$ cat src/logic/pcid_cfg.svh
// constants for the pulse command input decoder
`ifndef PCID_CFG_SVH
`define PCID_CFG_SVH
`define PCID_FMT_STEP_DIR  4'h0
`define PCID_FMT_FWD_REV   4'h1
`define PCID_FMT_QUAD_X1   4'h2
`define PCID_FMT_QUAD_X2   4'h3
`define PCID_FMT_QUAD_X4   4'h4
`define PCID_FMT_NEG_BASE  4'h5
`define PCID_FMT_MAX       4'h9
`define PCID_TRIG_HIGH     2'h0
`define PCID_TRIG_RISE     2'h1
`define PCID_TRIG_LOW      2'h2
`define PCID_TRIG_FALL     2'h3
`define PCID_ALM_BOTH      2'h0
`define PCID_ALM_NONE      2'h1
`define PCID_ALM_ONLY      2'h2
`define PCID_DEV_RST_VAL   32'h0
`endif

$ cat src/logic/pcid_pkg.sv
// types for the pulse command input decoder
`default_nettype none
package pcid_pkg;
	typedef enum logic [2:0] {
		PCID_STEP_DIR,
		PCID_FWD_REV,
		PCID_QUAD_X1,
		PCID_QUAD_X2,
		PCID_QUAD_X4
	} pcid_fmt_e;
endpackage : pcid_pkg
`default_nettype wire

$ cat src/logic/pcid_sync.sv
// two-flop synchroniser for one pin
`timescale 1ns/1ps
`default_nettype none
module pcid_sync (
	// clock and reset
	input  wire logic mclk,
	input  wire logic rst,
	// pin in, synced out
	input  wire logic pin,
	output var  logic sync
);
	logic meta_q;
	logic meta_d;
	logic sync_q;
	logic sync_d;
	always_comb begin
		meta_d = pin;
		sync_d = meta_q;
	end
	always_ff @(posedge mclk or posedge rst) begin
		if (rst) begin
			meta_q <= 1'b0;
			sync_q <= 1'b0;
		end else begin
			meta_q <= meta_d;
			sync_q <= sync_d;
		end
	end
	assign sync = sync_q;
endmodule : pcid_sync
`default_nettype wire

$ cat src/logic/pcid_top.sv
// pulse command input decoder with deviation counter clear control
`timescale 1ns/1ps
`default_nettype none
`include "pcid_cfg.svh"
module pcid_top import pcid_pkg::*; #(
	parameter int CNT_W = 32
) (
	// clock and reset
	input  wire logic             mclk,
	input  wire logic             rst,
	// position input settings, captured at start-up
	input  wire logic [3:0]       pulse_format,
	input  wire logic [1:0]       clear_trigger,
	input  wire logic [1:0]       alarm_reset_opt,
	// command pulse pins
	input  wire logic             cmd_a,
	input  wire logic             cmd_b,
	input  wire logic             clr_pin,
	// drive status from same clock
	input  wire logic             alarm,
	input  wire logic             servo_on,
	// position feedback steps, signed, same clock
	input  wire logic signed [1:0] fb_step,
	// outputs
	output var  logic signed [CNT_W-1:0] deviation,
	output var  logic signed [2:0]       cmd_step,
	output var  logic                    dev_cleared
);
	// ---------------------------------------------
	// pin synchronisers
	// ---------------------------------------------
	logic a_s;
	logic b_s;
	logic c_s;
	pcid_sync u_sa (.mclk(mclk), .rst(rst), .pin(cmd_a), .sync(a_s));
	pcid_sync u_sb (.mclk(mclk), .rst(rst), .pin(cmd_b), .sync(b_s));
	pcid_sync u_sc (.mclk(mclk), .rst(rst), .pin(clr_pin), .sync(c_s));

	// ---------------------------------------------
	// settings capture
	// ---------------------------------------------
	// only taken once so a live change cannot glitch the decoder
	logic            cap_q, cap_d;
	pcid_fmt_e       fmt_q, fmt_d;
	logic            neg_q, neg_d;
	logic [1:0]      trig_q, trig_d;
	logic [1:0]      aopt_q, aopt_d;
	always_comb begin
		cap_d  = 1'b1;
		fmt_d  = fmt_q;
		neg_d  = neg_q;
		trig_d = trig_q;
		aopt_d = aopt_q;
		if (!cap_q) begin
			trig_d = clear_trigger;
			aopt_d = alarm_reset_opt;
			neg_d  = (pulse_format >= `PCID_FMT_NEG_BASE) &&
			         (pulse_format <= `PCID_FMT_MAX);
			unique case (neg_d ? pulse_format - `PCID_FMT_NEG_BASE
			                   : pulse_format)
				`PCID_FMT_FWD_REV: fmt_d = PCID_FWD_REV;
				`PCID_FMT_QUAD_X1: fmt_d = PCID_QUAD_X1;
				`PCID_FMT_QUAD_X2: fmt_d = PCID_QUAD_X2;
				`PCID_FMT_QUAD_X4: fmt_d = PCID_QUAD_X4;
				default:           fmt_d = PCID_STEP_DIR;
			endcase
		end
	end
	always_ff @(posedge mclk or posedge rst) begin
		if (rst) begin
			cap_q  <= 1'b0;
			fmt_q  <= PCID_STEP_DIR;
			neg_q  <= 1'b0;
			trig_q <= `PCID_TRIG_HIGH;
			aopt_q <= `PCID_ALM_BOTH;
		end else begin
			cap_q  <= cap_d;
			fmt_q  <= fmt_d;
			neg_q  <= neg_d;
			trig_q <= trig_d;
			aopt_q <= aopt_d;
		end
	end

	// ---------------------------------------------
	// warm-up
	// ---------------------------------------------
	// the pin flops and edge history hold reset values, not pin levels,
	// for two edges after capture: waiting stops an idle-high pin
	// from looking like an edge
	logic            warm_q, warm_d;
	logic            live_q, live_d;
	always_comb begin
		warm_d = cap_q;
		live_d = warm_q;
	end
	always_ff @(posedge mclk or posedge rst) begin
		if (rst) begin
			warm_q <= 1'b0;
			live_q <= 1'b0;
		end else begin
			warm_q <= warm_d;
			live_q <= live_d;
		end
	end

	// ---------------------------------------------
	// pulse decode
	// ---------------------------------------------
	logic                a_l, b_l;
	logic                pa_q, pa_d, pb_q, pb_d, pc_q, pc_d;
	logic signed [2:0]   step_d, step_q;
	logic                ra, fa, eb;
	assign a_l = a_s ^ neg_q;
	assign b_l = b_s ^ neg_q;
	always_comb begin
		pa_d   = a_l;
		pb_d   = b_l;
		pc_d   = c_s;
		ra     = a_l & ~pa_q;
		fa     = ~a_l & pa_q;
		eb     = b_l ^ pb_q;
		step_d = 3'sh0;
		if (live_q) begin
			unique case (fmt_q)
				PCID_STEP_DIR: if (ra)
					step_d = b_l ? 3'sh1 : -3'sh1;
				PCID_FWD_REV: begin
					if (ra && !(b_l & ~pb_q))
						step_d = 3'sh1;
					else if (!ra && (b_l & ~pb_q))
						step_d = -3'sh1;
				end
				// a leads b counts forward
				PCID_QUAD_X1: if (ra && !b_l)
					step_d = 3'sh1;
				else if (fa && !b_l)
					step_d = -3'sh1;
				PCID_QUAD_X2: if (ra || fa)
					step_d = ((a_l ^ b_l) == 1'b1) ? 3'sh1 : -3'sh1;
				PCID_QUAD_X4: begin
					if ((ra || fa) && !eb)
						step_d = (a_l ^ b_l) ? 3'sh1 : -3'sh1;
					else if (eb && !(ra || fa))
						step_d = (a_l == b_l) ? 3'sh1 : -3'sh1;
				end
			endcase
		end
	end
	always_ff @(posedge mclk or posedge rst) begin
		if (rst) begin
			pa_q   <= 1'b0;
			pb_q   <= 1'b0;
			pc_q   <= 1'b0;
			step_q <= 3'sh0;
		end else begin
			pa_q   <= pa_d;
			pb_q   <= pb_d;
			pc_q   <= pc_d;
			step_q <= step_d;
		end
	end

	// ---------------------------------------------
	// deviation counter and clear
	// ---------------------------------------------
	logic                    clr;
	logic                    pin_clr;
	logic                    alm_clr;
	logic signed [CNT_W-1:0] dev_q, dev_d;
	logic                    dc_q, dc_d;
	always_comb begin
		unique case (trig_q)
			`PCID_TRIG_HIGH: pin_clr = c_s;
			`PCID_TRIG_RISE: pin_clr = c_s & ~pc_q;
			`PCID_TRIG_LOW:  pin_clr = ~c_s;
			`PCID_TRIG_FALL: pin_clr = ~c_s & pc_q;
		endcase
		unique case (aopt_q)
			`PCID_ALM_BOTH: alm_clr = alarm | ~servo_on;
			`PCID_ALM_NONE: alm_clr = 1'b0;
			`PCID_ALM_ONLY: alm_clr = alarm;
			default:        alm_clr = 1'b0;
		endcase
		clr   = live_q & (pin_clr | alm_clr);
		dc_d  = clr;
		dev_d = dev_q + CNT_W'(step_q) - CNT_W'(fb_step);
		if (clr)
			dev_d = CNT_W'(`PCID_DEV_RST_VAL);
	end
	always_ff @(posedge mclk or posedge rst) begin
		if (rst) begin
			dev_q <= CNT_W'(`PCID_DEV_RST_VAL);
			dc_q  <= 1'b0;
		end else begin
			dev_q <= dev_d;
			dc_q  <= dc_d;
		end
	end
	assign deviation   = dev_q;
	assign cmd_step    = step_q;
	assign dev_cleared = dc_q;

	// ---------------------------------------------
	// assertions
	// ---------------------------------------------
	a_cap_once: assert property (@(posedge mclk) disable iff (rst)
		cap_q |=> $stable(fmt_q) && $stable(trig_q))
		else $error("settings changed after capture");
	a_step_dir: assert property (@(posedge mclk) disable iff (rst)
		(live_q && fmt_q == PCID_STEP_DIR && ra) |=>
		cmd_step == ($past(b_l) ? 3'sh1 : -3'sh1))
		else $error("step/direction count wrong");
	a_fwd_rev: assert property (@(posedge mclk) disable iff (rst)
		(live_q && fmt_q == PCID_FWD_REV && !ra && b_l && !pb_q) |=>
		cmd_step == -3'sh1)
		else $error("reverse pulse not counted");
	a_quad_x1: assert property (@(posedge mclk) disable iff (rst)
		(live_q && fmt_q == PCID_QUAD_X1 && b_l) |=>
		cmd_step == 3'sh0)
		else $error("x1 counted on wrong edge");
	a_quad_x2: assert property (@(posedge mclk) disable iff (rst)
		(live_q && fmt_q == PCID_QUAD_X2 && !ra && !fa) |=>
		cmd_step == 3'sh0)
		else $error("x2 counted without a edge");
	a_quad_x4: assert property (@(posedge mclk) disable iff (rst)
		(live_q && fmt_q == PCID_QUAD_X4 && eb && !ra && !fa) |=>
		cmd_step != 3'sh0)
		else $error("x4 missed b edge");
	a_neg_sense: assert property (@(posedge mclk) disable iff (rst)
		(live_q && neg_q && fmt_q == PCID_STEP_DIR && $past(a_s) && !a_s)
		|=> cmd_step != 3'sh0)
		else $error("active-low step not counted");
	a_pin_clear: assert property (@(posedge mclk) disable iff (rst)
		(live_q && trig_q == `PCID_TRIG_HIGH && c_s) |=>
		deviation == `PCID_DEV_RST_VAL ##0 dev_cleared)
		else $error("level clear missed");
	a_alarm_clr: assert property (@(posedge mclk) disable iff (rst)
		(live_q && (aopt_q == `PCID_ALM_BOTH || aopt_q == `PCID_ALM_ONLY) &&
		 alarm) |=> dev_cleared)
		else $error("alarm clear missed");
	a_keep_opt: assert property (@(posedge mclk) disable iff (rst)
		(cap_q && aopt_q == `PCID_ALM_NONE && !pin_clr) |=>
		!dev_cleared)
		else $error("cleared with keep option");
	a_servo_off: assert property (@(posedge mclk) disable iff (rst)
		(cap_q && aopt_q == `PCID_ALM_ONLY && !alarm && !pin_clr) |=>
		!dev_cleared)
		else $error("cleared on servo off");
	c_fwd: cover property (@(posedge mclk) cmd_step == 3'sh1);
	c_rev: cover property (@(posedge mclk) cmd_step == -3'sh1);
	c_clr: cover property (@(posedge mclk) dev_cleared);
endmodule : pcid_top
`default_nettype wire

$ cat config.mk
export PLATFORM = sky130hd
export DESIGN_NAME = pcid_top
export DESIGN_NICKNAME = d
export VERILOG_FILES = /design/src/logic/pcid_pkg.sv /design/src/logic/pcid_sync.sv /design/src/logic/pcid_top.sv
export VERILOG_INCLUDE_DIRS = /design/src /design/src/logic
export SDC_FILE = /design/constraint.sdc
export NUM_CORES = 1
export LEC_CHECK = 0
export BUFFER_PORTS_ARGS = -buffer_cell sky130_fd_sc_hd__buf_2
export CORE_ASPECT_RATIO = 0.6
export CORE_MARGIN = 2
export CORE_UTILIZATION = 45
export DETAILED_ROUTE_END_ITERATION = 10
export MAX_ROUTING_LAYER = met4
export PLACE_DENSITY = 0.72
export SLEW_MARGIN = 0
export SYNTH_ARGS = -nofsm -noshare
export SYNTH_HDL_FRONTEND = slang
export SYNTH_SLANG_ARGS = --single-unit
$ cat constraint.sdc
create_clock -name mclk -period 3.63 [get_ports mclk]
set_input_delay 0 -clock mclk [delete_from_list [all_inputs] [get_ports mclk]]
set_output_delay 0 -clock mclk [all_outputs]
set_load 0.01 [all_outputs]
# Yosys cells after proc, flatten, opt, wreduce, memory -nomap -nowiden
# Cells that the tools add are included.
totals:
  inputBits: 17
  register_bits: 56
classes:
  order_cmp: 2
  addsub: 3
  bitwise: 18
  n_eq_ne: 13
  n_mux: 18
  n_reduce_logical: 16
op_table:
  columns: ["op", "n"]
  rows:
  - ["$mux W3", 12]
  - ["$add A32 B3 Y32", 1]
  - ["$mux W32", 1]
  - ["$sub A32 B2 Y32", 1]
  - ["$pmux W3 S5", 1]
  - ["$pmux W3 S4", 1]
  - ["$eq A4 B2 Y1 const B", 2]
  - ["$logic_and A1 B1 Y1", 7]
  - ["$and A1 B1 Y1", 6]
  - ["$eq A2 B2 Y1 const B", 3]
  - ["$eq A3 B2 Y1 const B", 2]
  - ["$not A1 Y1", 6]
  - ["$logic_not A1 Y1", 5]
  - ["$eq A4 B1 Y1 const B", 1]
  - ["$eq A4 B3 Y1 const B", 1]
  - ["$ge A4 B3 Y1 const B", 1]
  - ["$le A4 B4 Y1 const B", 1]
  - ["$logic_not A2 Y1", 2]
  - ["$mux W4", 1]
  - ["$pmux W1 S4", 1]
  - ["$sub A4 B3 Y4 const B", 1]
  - ["$xor A1 B1 Y1", 4]
  - ["$eq A3 B1 Y1 const B", 1]
  - ["$eq A3 B3 Y1 const B", 1]
  - ["other kinds (6)", 7]

# Logic depth before layout (Yosys ltp)
# Gate-level depths: netlist (run 1).
logic_depth:
  ltp_word: 10
  mapped_depth: 12
  mapped_depth_nobuf: 12

# Modules after synthesis
# A second synthesis (run 1) with hierarchy kept.
hier_totals:
  cells_unflattened: 558
  area_unflattened_um2: 4989.8
by_module_without_submodules:
  columns: ["mod", "seq_area_each_um2", "n_inst", "area_each_um2", "cells_each"]
  rows:
  - ["pcid_top", 1226.2, 1, 4828.4, 549]
  - ["pcid_sync", 50.0, 3, 53.8, 3]

# Worst setup path after synthesis (run 1)
# Ideal clock, no wire load.
synth_timing:
  path_type: "reg2reg"
  from: "reg step_q[1], in the netlist cmd_step[1]"
  to: "reg dev_q[20], in the netlist deviation[20]"
  required_time_ns: 3.502
  path_slack_ns: 0.001
  arrival_ns: 3.502
  stages_incl_launch_ff: 12
  path_buffers: 0
  cell_sequence: "dfrtp_1 > inv_1 > fa_1 > inv_1 > fa_1 > a21oi_1 > o211a_1 > or3_1 > nand3_2 > a21oi_1 > o31ai_2 > mux2_1"
synth_via:
  elab_chain_cells: 3
synth_rtl:
  columns: ["element", "line", "rtl"]
  rows:
  - ["start: declaration", "pcid_top.sv:112", "logic signed [2:0] step_d, step_q;"]
  - ["start signal: assignment", "pcid_top.sv:160", "step_q <= step_d;"]
  - ["$add A32 B3 Y32", "pcid_top.sv:187", "dev_d = dev_q + CNT_W'(step_q) - CNT_W'(fb_step);"]
  - ["$sub A32 B2 Y32", "pcid_top.sv:187", null]
  - ["$mux W32", "pcid_top.sv:188", "if (clr)"]
  - ["net dev_d[20]", "pcid_top.sv:170", "logic signed [CNT_W-1:0] dev_q, dev_d;"]
  - ["end signal: assignment", "pcid_top.sv:193", "dev_q <= CNT_W'(`PCID_DEV_RST_VAL);"]
  - ["end signal: assignment", "pcid_top.sv:196", "dev_q <= dev_d;"]
  - ["end: declaration", "pcid_top.sv:170", null]
# The timed path passes the listed nets, and every way through them passes these cells.
# A chain may end at the register's enable or synchronous reset.

# Final worst setup path (run 1)
layout_timing:
  from: "reg step_q[1], in the netlist cmd_step[1]"
  to: "reg dev_q[25], in the netlist deviation[25]"
# Same word-level chain as after synthesis.

==> results by group, run 1 <==
Timing
  • Fin crit share: 0.935
  • Final Skew: roughly 0.0093 ns
  • Worst-margin pin slew: about 0.76 ns
  • Final hold violation count: 0
  • Maximum clock rate: between 0.2 and 0.3 GHz
  • # setup viols final: 0
  • Slew Viols, Final: 0
  • Final Critical Period: between 3 and 4 ns
  • Worst slew margin: 0.496
  • Post-Route Setup TNS: 0 ns
  • RSZ-0062 raised after global routing: no

Logic synthesis
  • Post-Syn Nets: around 630
  • Synth top area share: 0.284
  • Most area-consuming cells after synthesis: dfrtp_1, fa_1, ha_1, inv_1, a21oi_1
  • Syn_area_per_cell: 8.92 sq um
  • EDFF count, synth: 0
  • Async SR Flop Fraction: 1.00
  • Synth Flop Type: dfrtp_1
  • Distinct cell type count after synthesis: just under 70
  • YS warnings: 0
  • Synthesized instance count: 543
  • Area leader, netlist: dfrtp_1
  • Post-Syn Area: approximately 4800 sq um
  • Sequential fraction of the synthesis area: 0.284
  • Synth Register Bits: 55

Global route
  • Initial antenna violation count: 0
  • GRT Total Usage: 0.221
  • Number of global-route vias before repair: 3941
  • Largest net degree at the start of global routing: 38
  • First-pass GRT wire length: roughly 20000 um
  • Total congestion overflow: 0

Cells and area
  • Share of layout cells above drive strength 1: 0.162
  • Finished Cell Area: 5520 sq um
  • Antenna diodes: 0
  • Final net count: between 600 and 700
  • Finished Layout Cells: about 740
  • Final Util: 0.524
  • Syn-to-layout area delta: 13.9%
  • Commonest non-fill, non-tap cells in the layout: inv_1, dfrtp_1, buf_2
  • Most common cell after layout, fill and taps aside: inv_1

Setup path
  • RR Endpoint: deviation[25]
  • CP arrival: roughly 3.6 ns
  • R2R Setup Slk: 0.24 ns
  • Worst setup EP type: register
  • CP max FO: 5
  • R2r startpoint: cmd_step[1]
  • Startpoint types: register
  • Critical path type: register to register
  • CP required: approximately 3.8 ns
  • Reg2Reg Depth: 13
  • Critical Path Most Common Cell: buf_4
  • CP max-delay cell: fa_1
  • Top delay family on crit path: compound AO/OA/AOI/OAI gates
  • Number of buffers and inverters on the critical path: 4
  • Cell chain of the critical path: clkinvlp_4 -> buf_4 -> buf_4 -> fa_1 -> inv_1 -> ha_1 -> a21oi_1 -> o21ai_2 -> a221o_2 -> a21boi_2 -> o21bai_1 -> xnor2_1 -> nor2_1
  • Largest stage delay on the critical path: roughly 0.48 ns

Die
  • Die footprint: around 12000 sq um
  • Starting Density: 0.460
  • Die Y: roughly 84 um
  • Num ports: 53
  • Cell row count: 29
  • Die Width: 138 um
  • Core footprint: 10500 sq um

Place
  • Detailed placement HPWL: ~8900 um
  • PortBufs: 52
  • Placed Cells: 723
  • Placed cell area: between 5000 and 6000 sq um
  • Routability cong.: 0.980

Min path
  • Hold depth: 4
  • Hold Path End: fmt_q[2]
  • Hold Path Origin: pulse_format[1]
  • Hold Crit Class: primary input to register

CTS
  • Clk Latency, worst-skew pair: 0.31 ns
  • Clock sinks: 55
  • CTS Root Cell: clkbuf_16
  • CTS H-tree depth: 2
  • Clock Pin Slew Worst Setup and Hold Paths: ~0.090 ns
  • Buffers from clock root to sink, at most: 2
  • TritonCTS clock tree: done
  • CTS buffer count: 5

Job
  • Max-Cap Viols: 0

Routing
  • DRC viols: 0
  • WL per Instance: 15.5 um
  • DR pass1 iterations: 5
  • DRT antenna net count: 0
  • Routed WL: between 10000 and 15000 um
  • DRT iter0 DRCs: about 280
  • Vias post-DR: 3927
  • Via density: 5.29

Run status
  • Outcome: finished, final reports clean
## final cells by class
class / count / area [sq um]
Sequential cell: 55 / 1380
Tap cell: 139 / 174
Fill cell: 1008 / 5000
Clock buffer: 5 / 125
Timing Repair Buffer: 68 / 413
Multi-Input combinational cell: 365 / 2990
Clock inverter: 3 / 31.3
Inverter: 108 / 409
## registers in the layout, indices dropped and copies added (netlist names), 2 cells and up
register,cells
aopt_q,2
cmd_step,2
trig_q,2
fmt_q,3
deviation,32
## synth_stat cells (3+ instances only)
cell and number:
nor3b_1 4, dfrtp_1 55, and3_1 3, nor4b_1 3, clkbuf_1 8, o21ai_1 3
ha_1 40, xor2_1 18, a211o_1 3, nand4_1 8, o21ai_0 20, nor2_1 46
buf_6 3, nand3_1 6, nor3_1 4, o21bai_1 3, fa_1 31, nand2_1 30
and2_1 3, nor2b_1 6, mux2_2 4, xnor2_1 14, a21oi_1 45, a31oi_1 3
inv_1 108, nand2b_1 4, a21o_1 10, o21a_1 3
## how the worst max path moves through the flow
stage	cells after the start	end	from
floorplan	11	deviation[20]	cmd_step[1]
global placement	12	deviation[22]	cmd_step[1]
detailed placement	11	deviation[25]	cmd_step[1]
CTS	11	deviation[31]	cmd_step[1]
global route	13	deviation[25]	cmd_step[1]
finish	13	deviation[25]	cmd_step[1]
## what timing repair did
item | CTS | global route
resized for setup | 0 | 7
setup buffers | 0 | 4
hold buffers | 8 | 0
hold endpoints to repair | 27 | 0
setup endpoints to repair | 0 | 12
## worst min-delay path: cells and delay by family
| family | cells | cell delay, ns |
|---|---|---|
| compound gates | 2 | 0.19 |
| buf+inv | 1 | 0.11 |
| simple gates | 1 | 0.04 |
## stage by stage
stage | hold slack (ns) | setup slack [ns]
2_1_floorplan | 0.0314 | 0.000900
3_3_place_gp | 0.0570 | 0.171
3_5_place_dp | 0.0605 | 0.0612
4_1_cts | 0.0683 | 0.0211
5_1_grt | 0.115 | 0.0350
6_report | 0.0730 | 0.237
## logic make-up (layout without fill, tap and decap cells)
kind of cell               Yosys count  in the layout  share of synthesized area
other                                1              1                   0.000774
DFF                                 55             55                      0.284
buffers and inverters              123            184                      0.103
adders and majority gates           71             71                      0.231
muxes                                8              8                     0.0181
and+or+nand+nor                    133            133                      0.137
AOI/OAI and AO/OA                  120            120                      0.168
xor gates and xnor gates            32             32                     0.0579
## metal layers
metal  vias up  part of all wire  track usage
met5         -                 0            -
met4         0            0.0086       0.0353
met3        13             0.064       0.0362
met2       117              0.42        0.311
met1      1894              0.51        0.338
li1       1903                 -            -
Power of run 1 is left out: the tool's default activity adds up to more than one toggle a clock period on the data nets, which glitch-free logic cannot reach.
==> run 2, diff against run 1 <==
Settings changed: ABC_AREA set to 1.
==> results by group, run 2 <==
Logic synthesis
  • Syn_area_per_cell: 6.56 sq um (was 8.92 sq um)
  • Area leader, netlist: dfrtp_1 (unchanged)
  • Synth Register Bits: 55 (unchanged)
  • EDFF count, synth: 0 (unchanged)
  • Synth Flop Type: dfrtp_1 (unchanged)
  • Synth top area share: 0.255 (was 0.284)
  • Async SR Flop Fraction: 1.00 (unchanged)
  • Distinct cell type count after synthesis: 25 (was 69)
  • Synthesized instance count: 824 (was 543)
  • Most area-consuming cells after synthesis: dfrtp_1, nand2_1, inv_1, fa_1, ha_1 (was dfrtp_1, fa_1, ha_1, inv_1, a21oi_1)
  • Sequential fraction of the synthesis area: 0.255 (was 0.284)
  • YS warnings: 0 (unchanged)
  • Post-Syn Area: 5410 sq um (was 4840 sq um)
  • Post-Syn Nets: 912 (was 631)
  • Most frequent cell after synthesis: nand2_1 (was inv_1)
  • Post-synth top cells: nand2_1, inv_1, nor2_1 (was inv_1, dfrtp_1, nor2_1)

Die
  • Die Y: 88.9 um (was 84.4 um)
  • Core footprint: 11500 sq um (was 10500 sq um)
  • Num ports: 53 (unchanged)
  • Starting Density: 0.471 (was 0.460)
  • Cell row count: 30 (was 29)
  • Die footprint: 12900 sq um (was 11600 sq um)
  • Die Width: 145 um (was 138 um)

Setup path
  • CP required: 3.87 ns (was 3.80 ns)
  • Startpoint types: register (unchanged)
  • Crit path launch: cmd_step[1] (unchanged)
  • CP arrival: 3.16 ns (was 3.57 ns)
  • Setup crit end: deviation[17] (was deviation[25])
  • CP max FO: 30 (was 5)
  • R2R Setup Slk: 0.72 ns (was 0.24 ns)
  • RR Endpoint: deviation[17] (was deviation[25])
  • R2r startpoint: cmd_step[1] (unchanged)
  • Critical path type: register to register (unchanged)
  • Reg2Reg Depth: 14 (was 13)
  • Worst setup EP type: register (unchanged)

Cells and area
  • Syn-to-layout area delta: 13.6% (was 13.9%)
  • Antenna diodes: 0 (unchanged)
  • Most common cell after layout, fill and taps aside: nand2_1 (was inv_1)
  • Share of layout cells above drive strength 1: 0.0762 (was 0.162)
  • Final net count: 979 (was 691)
  • Multi-input gate area: 3160 sq um (was 2990 sq um)
  • Sequential Area: 1380 sq um (unchanged)
  • Commonest non-fill, non-tap cells in the layout: nand2_1, inv_1, nor2_1 (was inv_1, dfrtp_1, buf_2)
  • Final Util: 0.534 (was 0.524)
  • Filler cells: 1163 (was 1008)
  • Max reg flops: 32 (unchanged)

Routing
  • Vias post-DR: 4977 (was 3927)
  • Via density: 4.73 (was 5.29)
  • WL per Instance: 12.9 um (was 15.5 um)
  • Routed WL: 13600 um (was 11500 um)
  • DRT iter0 DRCs: 352 (was 277)
  • DR pass1 iterations: 4 (was 5)
  • DRC viols: 0 (unchanged)
  • DRT antenna net count: 0 (unchanged)

CTS
  • Post-cts gate resize count: 0 (unchanged)
  • CTS buffer count: 5 (unchanged)
  • Post-CTS setup buffers: 0 (unchanged)
  • Clock sinks: 55 (unchanged)
  • CTS H-tree depth: 2 (unchanged)
  • CTS Root Cell: clkbuf_16 (unchanged)
  • Clock Pin Slew Worst Setup and Hold Paths: 0.08 ns (was 0.09 ns)
  • Buffers from clock root to sink, at most: 2 (unchanged)
  • TritonCTS clock tree: done (unchanged)
  • Clk Latency, worst-skew pair: 0.30 ns (was 0.31 ns)

Global route
  • Total congestion overflow: 0 (unchanged)
  • GRT Total Usage: 0.235 (was 0.221)
  • First-pass GRT wire length: 23100 um (was 19600 um)
  • Number of global-route vias before repair: 4719 (was 3941)
  • Initial antenna violation count: 0 (unchanged)
  • Largest net degree at the start of global routing: 38 (unchanged)

Place
  • Pre-CTS setup slack: 0.787 ns (was 0.0612 ns)
  • Detailed placement HPWL: 11100 um (was 8860 um)
  • Routability cong.: 0.971 (was 0.980)
  • PortBufs: 52 (unchanged)

Timing
  • Worst slew margin: 0.374 (was 0.496)
  • Final Critical Period: 2.91 ns (was 3.39 ns)
  • Fin crit share: 0.803 (was 0.935)
  • Fin Hold WS: 0.153 ns (was 0.0730 ns)
  • Slew Viols, Final: 0 (unchanged)
  • Final worst slack: 0.716 ns (was 0.237 ns)
  • # setup viols final: 0 (unchanged)
  • Final hold violation count: 0 (unchanged)
  • Maximum clock rate: 0.343 GHz (was 0.295 GHz)
  • Worst-margin pin slew: 0.939 ns (was 0.757 ns)
  • Final Skew: 0.00409 ns (was 0.00932 ns)
  • Post-Route Setup TNS: 0 ns (unchanged)
  • RSZ-0062 raised after global routing: no (unchanged)

Pwr
  • Pwr Total: approximately 5.9 mW
  • Leak Pwr: ~3.7 nW
  • Pwr Density: 963 nW/um^2
  • VDD IR-drop max: between 0.3 and 0.4 mV

Min path
  • Hold Path Origin: pulse_format[0] (was pulse_format[1])
  • Hold Crit Class: primary input to register (unchanged)

Run status
  • Outcome: finished, final reports clean (unchanged)

Job
  • Max-Cap Viols: 0 (unchanged)
-- run 2: cell types whose count changed in the layout (fill, tap and decap cells not counted), sizes merged, moves of 10 or more --
cell,change
nand3,+30
nand2,+206
inv,+117
xor2,-14
nor2,+36
a21o,-10
-- run 2: cell families after synthesis --
family / after synthesis / synth area share
AO/OA/AOI/OAI: 72 / 0.0701
XOR/XNOR: 13 / 0.0225
adder cells (fa/ha/maj): 71 / 0.207
buffers and inverters: 230 / 0.161
flip-flops: 55 / 0.255
other: 1 / 0.000694
AND/OR/NAND/NOR: 382 / 0.284
-- run 2: report_power, final --
| group | switching (mW) | internal, mW |
|---|---|---|
| Clock | 0.268 | 0.267 |
| Combinational | 2.92 | 1.50 |
| Sequential | 0.120 | 0.834 |
-- run 2: layer usage --
metal | up-vias | part of all wire | GRT usage
met1 | 2264 | 0.56 | 0.368
met3 | 5 | 0.067 | 0.0393
met2 | 138 | 0.37 | 0.321
li1 | 2570 | - | -
met4 | 0 | 0.0038 | 0.0285
met5 | - | 0 | -
-- run 2: critical path, stage by stage, from the launching register on --
cell     delay (ns)
dfrtp_1        0.40
inv_1          0.09
buf_12         0.19
fa_1           0.51
inv_1          0.04
ha_1           0.36
nand2_1        0.22
inv_1          0.08
a21oi_1        0.22
nand3_1        0.22
nand3_1        0.13
nand2_1        0.11
nand2_1        0.08
nand2_1        0.04
nor2_1         0.11
-- run 2: worst min-delay path by stage --
stage               cells after the start  slack [ns]            to
global placement                        2        0.04  deviation[5]
global route                            5        0.20      fmt_q[0]
CTS                                     5        0.14      fmt_q[1]
finish                                  5        0.15      fmt_q[0]
detailed placement                      2        0.04  deviation[5]
floorplan                               0        0.03   u_sa.meta_q
-- run 2: cell type report --
class / count / area share
Clock inverter: 3 / 0.00550
Tap cell: 160 / 0.0326
Sequential cell: 55 / 0.224
Timing Repair Buffer: 64 / 0.0644
Clock buffer: 5 / 0.0204
Inverter: 226 / 0.138
Multi-Input combinational cell: 539 / 0.515
-- run 2: what timing repair did --
action                                 4_1_cts  5_1_grt
setup endpoints to repair                    0        0
endpoints found under the hold margin       25        0
hold buffers                                 8        0
-- run 2: per-stage QoR --
step	cell area (sq um)	instances
2_1_floorplan	5410	824
3_3_place_gp	5900	1036
3_5_place_dp	5900	1036
4_1_cts	6140	1052
5_1_grt	6140	1052
6_report	6140	1052
Power figures use the tool's default switching activity.
